<file path="src/verilog/mpcd_pkg.sv">
// mpcd_pkg: shared constants and types for the motor parameter code decoder
// assumes: a single 10 MHz core clock, codes arrive as plain 7-bit inputs
package mpcd_pkg;

   // ------------------------------------------------------------
   // code field layout
   // ------------------------------------------------------------
   localparam int CODE_W = 7;
   localparam int MANT_LSB = 0;
   localparam int MANT_MSB = 3;
   localparam int EXP_LSB = 4;
   localparam int EXP_MSB = 6;
   localparam int LIN_W = 11;
   localparam logic [6:0] CODE_RESET = 7'h00;
   localparam logic [10:0] LIN_RESET = 11'h000;

   // ------------------------------------------------------------
   // start-up timing
   // ------------------------------------------------------------
   localparam int CLK_HZ = 10_000_000;
   localparam int ALIGN_TIME_US = 100;
   localparam int ALIGN_CYCLES = (ALIGN_TIME_US * (CLK_HZ / 1_000_000) < 1) ? 1 :
      ALIGN_TIME_US * (CLK_HZ / 1_000_000);
   localparam int ALIGN_CNT_W = 12;

   // ------------------------------------------------------------
   // start-up enumerations
   // ------------------------------------------------------------
   typedef enum logic [1:0]
   {
      MPCD_ROTOR_STILL,
      MPCD_ROTOR_FWD,
      MPCD_ROTOR_REV
   } mpcd_rotor_t;

   typedef enum logic [1:0]
   {
      MPCD_PHASE_U,
      MPCD_PHASE_V,
      MPCD_PHASE_W
   } mpcd_phase_t;

endpackage

</file>
<file path="src/verilog/mpcd_code_if.sv">
// mpcd_code_if: a coded value and its linear decode between decoder modules
// assumes: both ends share the core clock
`timescale 1ns/1ns
`default_nettype none
interface mpcd_code_if;
   logic [6:0] code;
   logic [10:0] linear;
   modport user (output code, input linear);
   modport conv (input code, output linear);
endinterface
`default_nettype wire

</file>
<file path="src/verilog/mpcd_code_conv.sv">
// mpcd_code_conv: registered pseudo-float decode, mantissa shifted by exponent
// assumes: code is stable from core logic on the same clock
`timescale 1ns/1ns
`default_nettype none
module mpcd_code_conv
(
   input wire logic sys_clk,
   input wire logic rst,
   mpcd_code_if.conv port_c
);
   logic [10:0] linear_q;
   logic [10:0] linear_d;

   // mantissa bits 3..0 shifted left by exponent bits 6..4
   always_comb
   begin
      linear_d = 11'(port_c.code[mpcd_pkg::MANT_MSB:mpcd_pkg::MANT_LSB])
         << port_c.code[mpcd_pkg::EXP_MSB:mpcd_pkg::EXP_LSB];
   end

   // registered so the linear output is a flip-flop
   always_ff @(posedge sys_clk)
   begin
      if (rst)
         linear_q <= mpcd_pkg::LIN_RESET;
      else
         linear_q <= linear_d;
   end

   assign port_c.linear = linear_q;
endmodule
`default_nettype wire

</file>
<file path="src/verilog/mpcd_top.sv">
// mpcd_top: decodes motor parameter codes and takes the first start-up decision
// assumes: codes held by the parameter registers, rotor class given by speed detect
//
// How it works
// - resistance code: low four bits shifted left by upper three; 0x0A=10, 0x18=16.
// - back-EMF linear value is low four bits shifted by upper three bits.
// - all-ones back-EMF code gives the largest value, 1920 steps.
// - back-EMF code one gives the smallest nonzero value, one step.
// - back-EMF code is a 7-bit phase-to-phase volts per velocity figure.
// - at start the rotor is stationary, forward or reverse, each own path.
// - stationary rotor: commutation state set to rotor position before acceleration.
// - stationary rotor offers two methods: position detect or forced alignment.
// - alignment energises one chosen phase until rotor lines up with it.
// - each resistance step is a fixed quantum; software divides before encoding.
`timescale 1ns/1ns
`default_nettype none
module mpcd_top
(
   input wire logic sys_clk,
   input wire logic rst,
   input wire logic [6:0] phase_resistance_code,
   input wire logic [6:0] bemf_constant_code,
   output logic [10:0] phase_resistance_linear,
   output logic [10:0] bemf_constant_linear,
   input wire logic start_req,
   input wire logic [1:0] rotor_class,
   input wire logic use_position_detect,
   input wire logic [1:0] align_phase_sel,
   input wire logic position_detect_done,
   input wire logic [2:0] detected_sector,
   output logic position_detect_start,
   output logic align_active,
   output logic [1:0] align_phase,
   output logic resync_start,
   output logic reverse_start,
   output logic accel_start,
   output logic [2:0] commutation_sector
);

   // ------------------------------------------------------------
   // code decoders
   // ------------------------------------------------------------
   mpcd_code_if res_c ();
   mpcd_code_if bemf_c ();

   assign res_c.code = phase_resistance_code;
   // bemf decode, fall out of shift: 0x7F->1920, 0x01->1
   assign bemf_c.code = bemf_constant_code;

   mpcd_code_conv u_res
   (
      .sys_clk(sys_clk),
      .rst(rst),
      .port_c(res_c)
   );

   mpcd_code_conv u_bemf
   (
      .sys_clk(sys_clk),
      .rst(rst),
      .port_c(bemf_c)
   );

   // linear steps passed through unscaled; quantum lives in software
   assign phase_resistance_linear = res_c.linear;
   assign bemf_constant_linear = bemf_c.linear;

   // ------------------------------------------------------------
   // start-up decision
   // ------------------------------------------------------------
   typedef enum logic [2:0]
   {
      MPCD_IDLE,
      MPCD_DETECT,
      MPCD_ALIGN,
      MPCD_DONE
   } mpcd_state_t;

   mpcd_state_t state_q;
   mpcd_state_t state_d;
   logic [11:0] align_cnt_q;
   logic align_end;
   logic [2:0] sector_q;
   logic [1:0] phase_q;

   // alignment dwell; fixed here since no register reaches it
   assign align_end = (align_cnt_q == 12'(mpcd_pkg::ALIGN_CYCLES - 1));

   // next state
   always_comb
   begin
      state_d = state_q;
      unique case (state_q)
         MPCD_IDLE:
         begin
            if (start_req && rotor_class == 2'(mpcd_pkg::MPCD_ROTOR_STILL))
            begin
               if (use_position_detect)
                  state_d = MPCD_DETECT;
               else
                  state_d = MPCD_ALIGN;
            end
         end
         MPCD_DETECT:
            if (position_detect_done)
               state_d = MPCD_DONE;
         MPCD_ALIGN:
            if (align_end)
               state_d = MPCD_DONE;
         MPCD_DONE:
            state_d = MPCD_IDLE;
         default:
            state_d = MPCD_IDLE;
      endcase
   end

   // state register
   always_ff @(posedge sys_clk)
   begin
      if (rst)
         state_q <= MPCD_IDLE;
      else
         state_q <= state_d;
   end

   // align timer
   always_ff @(posedge sys_clk)
   begin
      if (rst || state_q != MPCD_ALIGN)
         align_cnt_q <= 12'h000;
      else
         align_cnt_q <= align_cnt_q + 12'h001;
   end

   // phase latched at entry so a mid-align change cannot jerk the rotor
   always_ff @(posedge sys_clk)
   begin
      if (rst)
         phase_q <= 2'h0;
      else if (state_q == MPCD_IDLE && state_d == MPCD_ALIGN)
         phase_q <= (align_phase_sel == 2'h3) ? 2'h0 : align_phase_sel;
   end

   // commutation sector matches rotor before acceleration
   always_ff @(posedge sys_clk)
   begin
      if (rst)
         sector_q <= 3'h0;
      else if (state_q == MPCD_DETECT && position_detect_done)
         sector_q <= detected_sector;
      else if (state_q == MPCD_ALIGN && align_end)
         sector_q <= {1'b0, phase_q} << 1; // sector lined up with aligned phase
   end

   // one chosen phase energised during align
   assign align_active = (state_q == MPCD_ALIGN);
   assign align_phase = phase_q;
   assign position_detect_start = (state_q == MPCD_IDLE) && (state_d == MPCD_DETECT);
   assign resync_start = start_req && (state_q == MPCD_IDLE) &&
      (rotor_class == 2'(mpcd_pkg::MPCD_ROTOR_FWD));
   assign reverse_start = start_req && (state_q == MPCD_IDLE) &&
      (rotor_class == 2'(mpcd_pkg::MPCD_ROTOR_REV));
   assign accel_start = (state_q == MPCD_DONE);
   assign commutation_sector = sector_q;

endmodule
`default_nettype wire

</file>
<file path="config.mk">
export PLATFORM = sky130hd
export DESIGN_NAME = mpcd_top
export DESIGN_NICKNAME = d
export VERILOG_FILES = /design/src/verilog/mpcd_pkg.sv /design/src/verilog/mpcd_code_if.sv /design/src/verilog/mpcd_code_conv.sv /design/src/verilog/mpcd_top.sv
export SDC_FILE = /design/constraint.sdc
export NUM_CORES = 1
export LEC_CHECK = 0
export ABC_AREA = 0
export ABC_CLOCK_PERIOD_IN_PS = 3620
export BUFFER_PORTS_ARGS = -buffer_cell sky130_fd_sc_hd__buf_2
export CAP_MARGIN = 20
export CELL_PAD_IN_SITES_DETAIL_PLACEMENT = 0
export CELL_PAD_IN_SITES_GLOBAL_PLACEMENT = 1
export CORE_MARGIN = 2
export CORE_UTILIZATION = 39
export DETAILED_ROUTE_END_ITERATION = 16
export PLACE_DENSITY_LB_ADDON = 0.1
export SYNTH_ARGS = -nofsm -noshare
export SYNTH_HDL_FRONTEND = slang
export SYNTH_SLANG_ARGS = --single-unit
</file>
<file path="constraint.sdc">
create_clock -name sys_clk -period 3.62 [get_ports sys_clk]
set_input_delay 0.724 -clock sys_clk [delete_from_list [all_inputs] [get_ports sys_clk]]
set_output_delay 0.724 -clock sys_clk [all_outputs]
set_load 0.02 [all_outputs]
</file>
# ---- Word level (Yosys, flattened, before mapping)
# Cells that the tools add are included.
dict set report classes {
  n_addsub 1
  n_eq_ne 10
  shifts 2
  muxes 8
  n_reduce_logical 12
}
# operator n
set ops {}
lappend ops {{$shl A4 B3 Y11} 2}
lappend ops {{$mux W3} 5}
lappend ops {{$add A12 B1 Y12 const B} 1}
lappend ops {{$eq A12 B10 Y1 const B} 1}
lappend ops {{$eq A3 B2 Y1 const B} 3}
lappend ops {{$pmux W3 S3} 1}
lappend ops {{$logic_and A1 B1 Y1} 8}
lappend ops {{$eq A3 B1 Y1 const B} 2}
lappend ops {{$eq A2 B2 Y1 const B} 2}
lappend ops {{$mux W2} 2}
lappend ops {{$logic_not A3 Y1} 1}
lappend ops {{$ne A3 B2 Y1 const B} 1}
lappend ops {{$eq A2 B1 Y1 const B} 1}
lappend ops {{$logic_not A2 Y1} 1}
lappend ops {{$reduce_bool A2 Y1} 1}
lappend ops {{$logic_or A1 B1 Y1} 1}
dict set report word_totals {
  reg_bits 42
  in_bits 26
  out_inout_bits 32
  word_cells 39
}

# ---- Depth between registers and ports, before layout
dict set report logic_depth {
  ltp_word 6
  ltp_mapped 5
  mapped_depth_nobuf 5
}

# ---- Modules after synthesis
# Synthesis repeated with hierarchy kept, for this count alone.
dict set report hier_totals {
  hier_cells 196
  hier_area_um2 1825.5
}
# mod n_inst cells_each area_each_um2 seq_area_each_um2
set by_module_without_submodules {}
lappend by_module_without_submodules {mpcd_code_conv 2 47 462.9 220.2}
lappend by_module_without_submodules {mpcd_top 1 102 899.6 400.4}

# ---- Worst setup path after synthesis
# OpenSTA, ideal clock, no wires.
dict set report synth_path {
  path_kind {input port to output port}
  startpoint {input port start_req}
  endpoint {output port resync_start}
  arrival_ns 1.787
  required_time_ns 2.896
  setup_slack_ns 1.109
  path_stages 2
  n_path_buf 0
  path_cell_list {or4b_4 -> nor3b_1}
}
dict set report synth_via {
  elab_chain_len 2
}
# element line
set synth_rtl {}
lappend synth_rtl {{start, declared} mpcd_top.sv:25} ;# input wire logic start_req,
lappend synth_rtl {{$logic_and A1 B1 Y1 (2 in series)} mpcd_top.sv:159} ;# assign resync_start = start_req && (state_q == MPCD_IDLE) &&
lappend synth_rtl {{end, declared} mpcd_top.sv:34} ;# output logic resync_start,
# No other way between the ends.

# ---- Worst setup path after layout
dict set report layout_path {
  startpoint {input port start_req}
  endpoint {output port position_detect_start}
}
dict set report layout_via {
  elab_chain_len 5
}
# element line
set layout_rtl {}
lappend layout_rtl {{$logic_and A1 B1 Y1} mpcd_top.sv:96} ;# if (start_req && rotor_class == 2'(mpcd_pkg::MPCD_ROTOR_STILL))
lappend layout_rtl {{$mux W3} mpcd_top.sv:96}
lappend layout_rtl {{$pmux W3 S3} mpcd_top.sv:93} ;# unique case (state_q)
lappend layout_rtl {{$eq A3 B1 Y1} mpcd_top.sv:158} ;# assign position_detect_start = (state_q == MPCD_IDLE) && (state_d == MPCD_DETECT);
lappend layout_rtl {{$logic_and A1 B1 Y1} mpcd_top.sv:158}
lappend layout_rtl {{end, declared} mpcd_top.sv:31} ;# output logic position_detect_start,
# No other way between the ends.

==> results list <==
- Final hold viol count: 0
* Global route overflow: 0
* Avg Cell Area, Syn: between 9 and 10 um^2
* Result of the run: finished, final reports clean
* Number of enable-type register cells in the synthesized netlist: 0
- ANT cells: 0
- Fmax: roughly 0.40 GHz
* Fraction of registers with async set/reset: 0
- After floorplanning, the core was divided into 24 placement rows.
- The routed layout has 1460 vias.
- Number of instances in the synthesized netlist: 186
* Post-route DRC violation count: 0
- After the first detailed-routing iteration, the DRC count stood at 44.
* Width of the die: about 71 um
- Across the run, the number of max-cap violations was 0.
- CP max FO: 4
- Share of final-layout standard cells stronger than drive strength 1: 0.2988
- Length in cells of the worst reg-to-reg path: 4
- Endpoint, Worst Hold: align_cnt_q[0]
* Total nets after synthesis: 213
- For this run, the detailed router's first-pass iteration total came to 4.
- Inserted Clock Buffers: 5
- Leakage power of the design: ~0.0009 uW
- Worst flop-to-flop path startpoint: state_q[1]
* Pin count of the biggest net entering global routing: 25
- Worst Hold Launch: align_cnt_q[0]
- Pwr per Cell Area: 396.7 mW/mm^2
- The max-slew violation count came to 0.
- The cell sitting at the root of the clock tree is a clkbuf_8.
- The min-delay analysis places its worst path in the category register to register.
- The worst-case IR drop observed on VDD is 0.2035 mV.
- Time the final worst path needs with I/O delays and setup: 2.513 ns
* Total I/O pin count: 58
* Number of port buffers: 57
- Internal reg-to-reg setup slack: 2.06 ns
* Gates resized, CTS repair: 0
- Critical setup path kind: input pin to primary output
- Dividing the detail-routed wire length by the instance count gives 12.59 um.
- In the layout the commonest cells are buf_2 (57), dfxtp_1 (42), nor2_1 (26).
- Routability-driven placement finished with a final weighted congestion of 0.7760.
* Buffers inserted by post-CTS timing repair: 0
- Detailed placer's ending HPWL: between 2 and 3 mm
* Yosys Warn Count: 0
- The number of antenna violations at the first check in global routing was 0.
- Fin crit share: 0.6942
* Setup Total Neg Slack: 0 ns
* Data arrival time at the worst-slack endpoint: 1.79 ns
- Maximum clock skew at final layout: 0.003071 ns
- The die covers 0.004993 mm^2.
* CP Data Required Time: 2.90 ns
- The initial utilization of the core area, before any placement, comes to 0.4008.
- Type of element launching the critical path: input pin
- Number of setup violations in the final report: 0
* Area growth, synth to finish: 22.82%
- The worst setup path is captured at a primary output.
- TritonCTS built the clock tree.
- Sink count of the clock tree: 42
- The net count of the finished layout is about 270.
- Counting flops and latches in the post-synthesis netlist gives 42.
* First-pass GRT wire length: 6.320 mm
- Cell count of the worst hold path: 1
- The endpoint identified for the worst register-to-register timing path is commutation_sector[2].
* Post-Synthesis Cell Area: 0.001733 mm^2
* Die Y-Extent: 70.66 um
* Number of global-route vias before repair: 1371
- Clock slew seen by the registers of the worst setup and hold paths: 0.07 ns
- In the routed layout, each cell is associated on average with a via count of 4.983.
- Sequential fraction of the synthesis area: 0.4852
- The final layout contains routed wiring with a total length of 3.688 mm.
* Clock network latency to the later pin of the worst-skew pair: 0.29 ns
- GR Util All Layers: 0.1599
- Setup repair after global routing left no endpoint under its margin.
- On the final layout, the worst hold slack is about 0.45 ns.
* Most common cell after layout, fill and taps aside: buf_2
* Buffers from clock root to sink, at most: 2
- Top FF cell, synth: dfxtp_1
- The core region is 0.004324 mm^2.
* Cts-stage hold buffer count: 0
- Count of unique library cells instantiated by Yosys: 38
- The H-tree generated during clock tree synthesis spans 2 levels.
* Count of nets left with antenna violations after detail routing: 0
-- worst max-delay path by stage --
| stage | from | to | slack (ns) | cells past startpoint |
|---|---|---|---|---|
| after floorplan | start_req | resync_start | 1.11 | 2 |
| after detailed placement | start_req | position_detect_start | 1.10 | 4 |
| after global routing | start_req | position_detect_start | 1.04 | 4 |
| after global placement | start_req | position_detect_start | 1.11 | 4 |
| final | start_req | position_detect_start | 1.11 | 4 |
| after CTS | start_req | position_detect_start | 1.10 | 4 |
-- per-stage QoR --
stage	cells	total power (uW)	cell area (um^2)	util	setup slack (ns)
global placement	286	577.1	2048	0.4737	1.113
CTS	293	855.2	2128	0.4922	1.096
floorplan	186	544.6	1733	-	1.109
global route	293	889.5	2128	0.4922	1.036
detailed placement	286	579.5	2048	0.4737	1.105
finish	293	844.4	2128	0.4922	1.107
-- Yosys cell counts, drive strengths merged, types with 4 or more instances --
cell type	instances	share of area
inv	4	0.0087
nand3	6	0.017
o21ai	7	0.020
clkbuf	7	0.015
xnor2	5	0.025
dfxtp	42	0.49
nor4	5	0.027
a21oi	9	0.026
nand2b	5	0.018
nor2b	6	0.022
nor2	26	0.056
nor3	6	0.017
nand2	10	0.022
mux2i	7	0.040
mux2	4	0.026
nand3b	5	0.022
nor3b	6	0.026
-- cell families after synthesis --
logic type | Yosys count | synth area share
compound gates | 22 | 0.07437
xor+xnor | 7 | 0.03538
fa+ha+maj | 1 | 0.007219
buf+inv | 13 | 0.02888
flops | 42 | 0.4852
mux | 11 | 0.06643
other cells | 1 | 0.002164
simple gates | 89 | 0.3004
-- layer usage --
layer / up-vias / part of all wire / GRT usage
met3: 8 / 0.063 / 0.05983
li1: 754 / - / -
met2: 39 / 0.50 / 0.2725
met5: - / 0 / 0
met1: 659 / 0.42 / 0.1846
met4: 0 / 0.020 / 0.05660
-- sequential cells by signal, summed over array words and instances (netlist names) --
register	count
state_q	3
u_res.port_c.linear	11
align_cnt_q	12
u_bemf.port_c.linear	11
commutation_sector	3
align_phase	2
-- report_power, final --
| part | internal, uW | total [uW] | leakage [uW] | switching [uW] |
|---|---|---|---|---|
| Clock | 132 | 276 | 0.0000373 | 144 |
| Combinational | 38.0 | 92.1 | 0.000525 | 54.1 |
| Sequential | 473 | 476 | 0.000341 | 3.32 |
| Total | 643 | 844 | 0.000903 | 202 |
-- cell type report --
class | count | area (um^2)
sequential | 42 | 840.8
tap | 52 | 65.06
clock buffer | 6 | 72.57
fill | 433 | 2196
clock inverter | 1 | 7.507
timing repair buffer | 57 | 285.3
inverter | 4 | 15.01
multi-input combinational | 131 | 842.1
-- worst max-delay path, cell delays in order --
cell and delay [ns]:
buf_2 0.07, or4b_4 0.50, nor4b_4 0.28, buf_2 0.21
(Power assumes the default switching activity.)
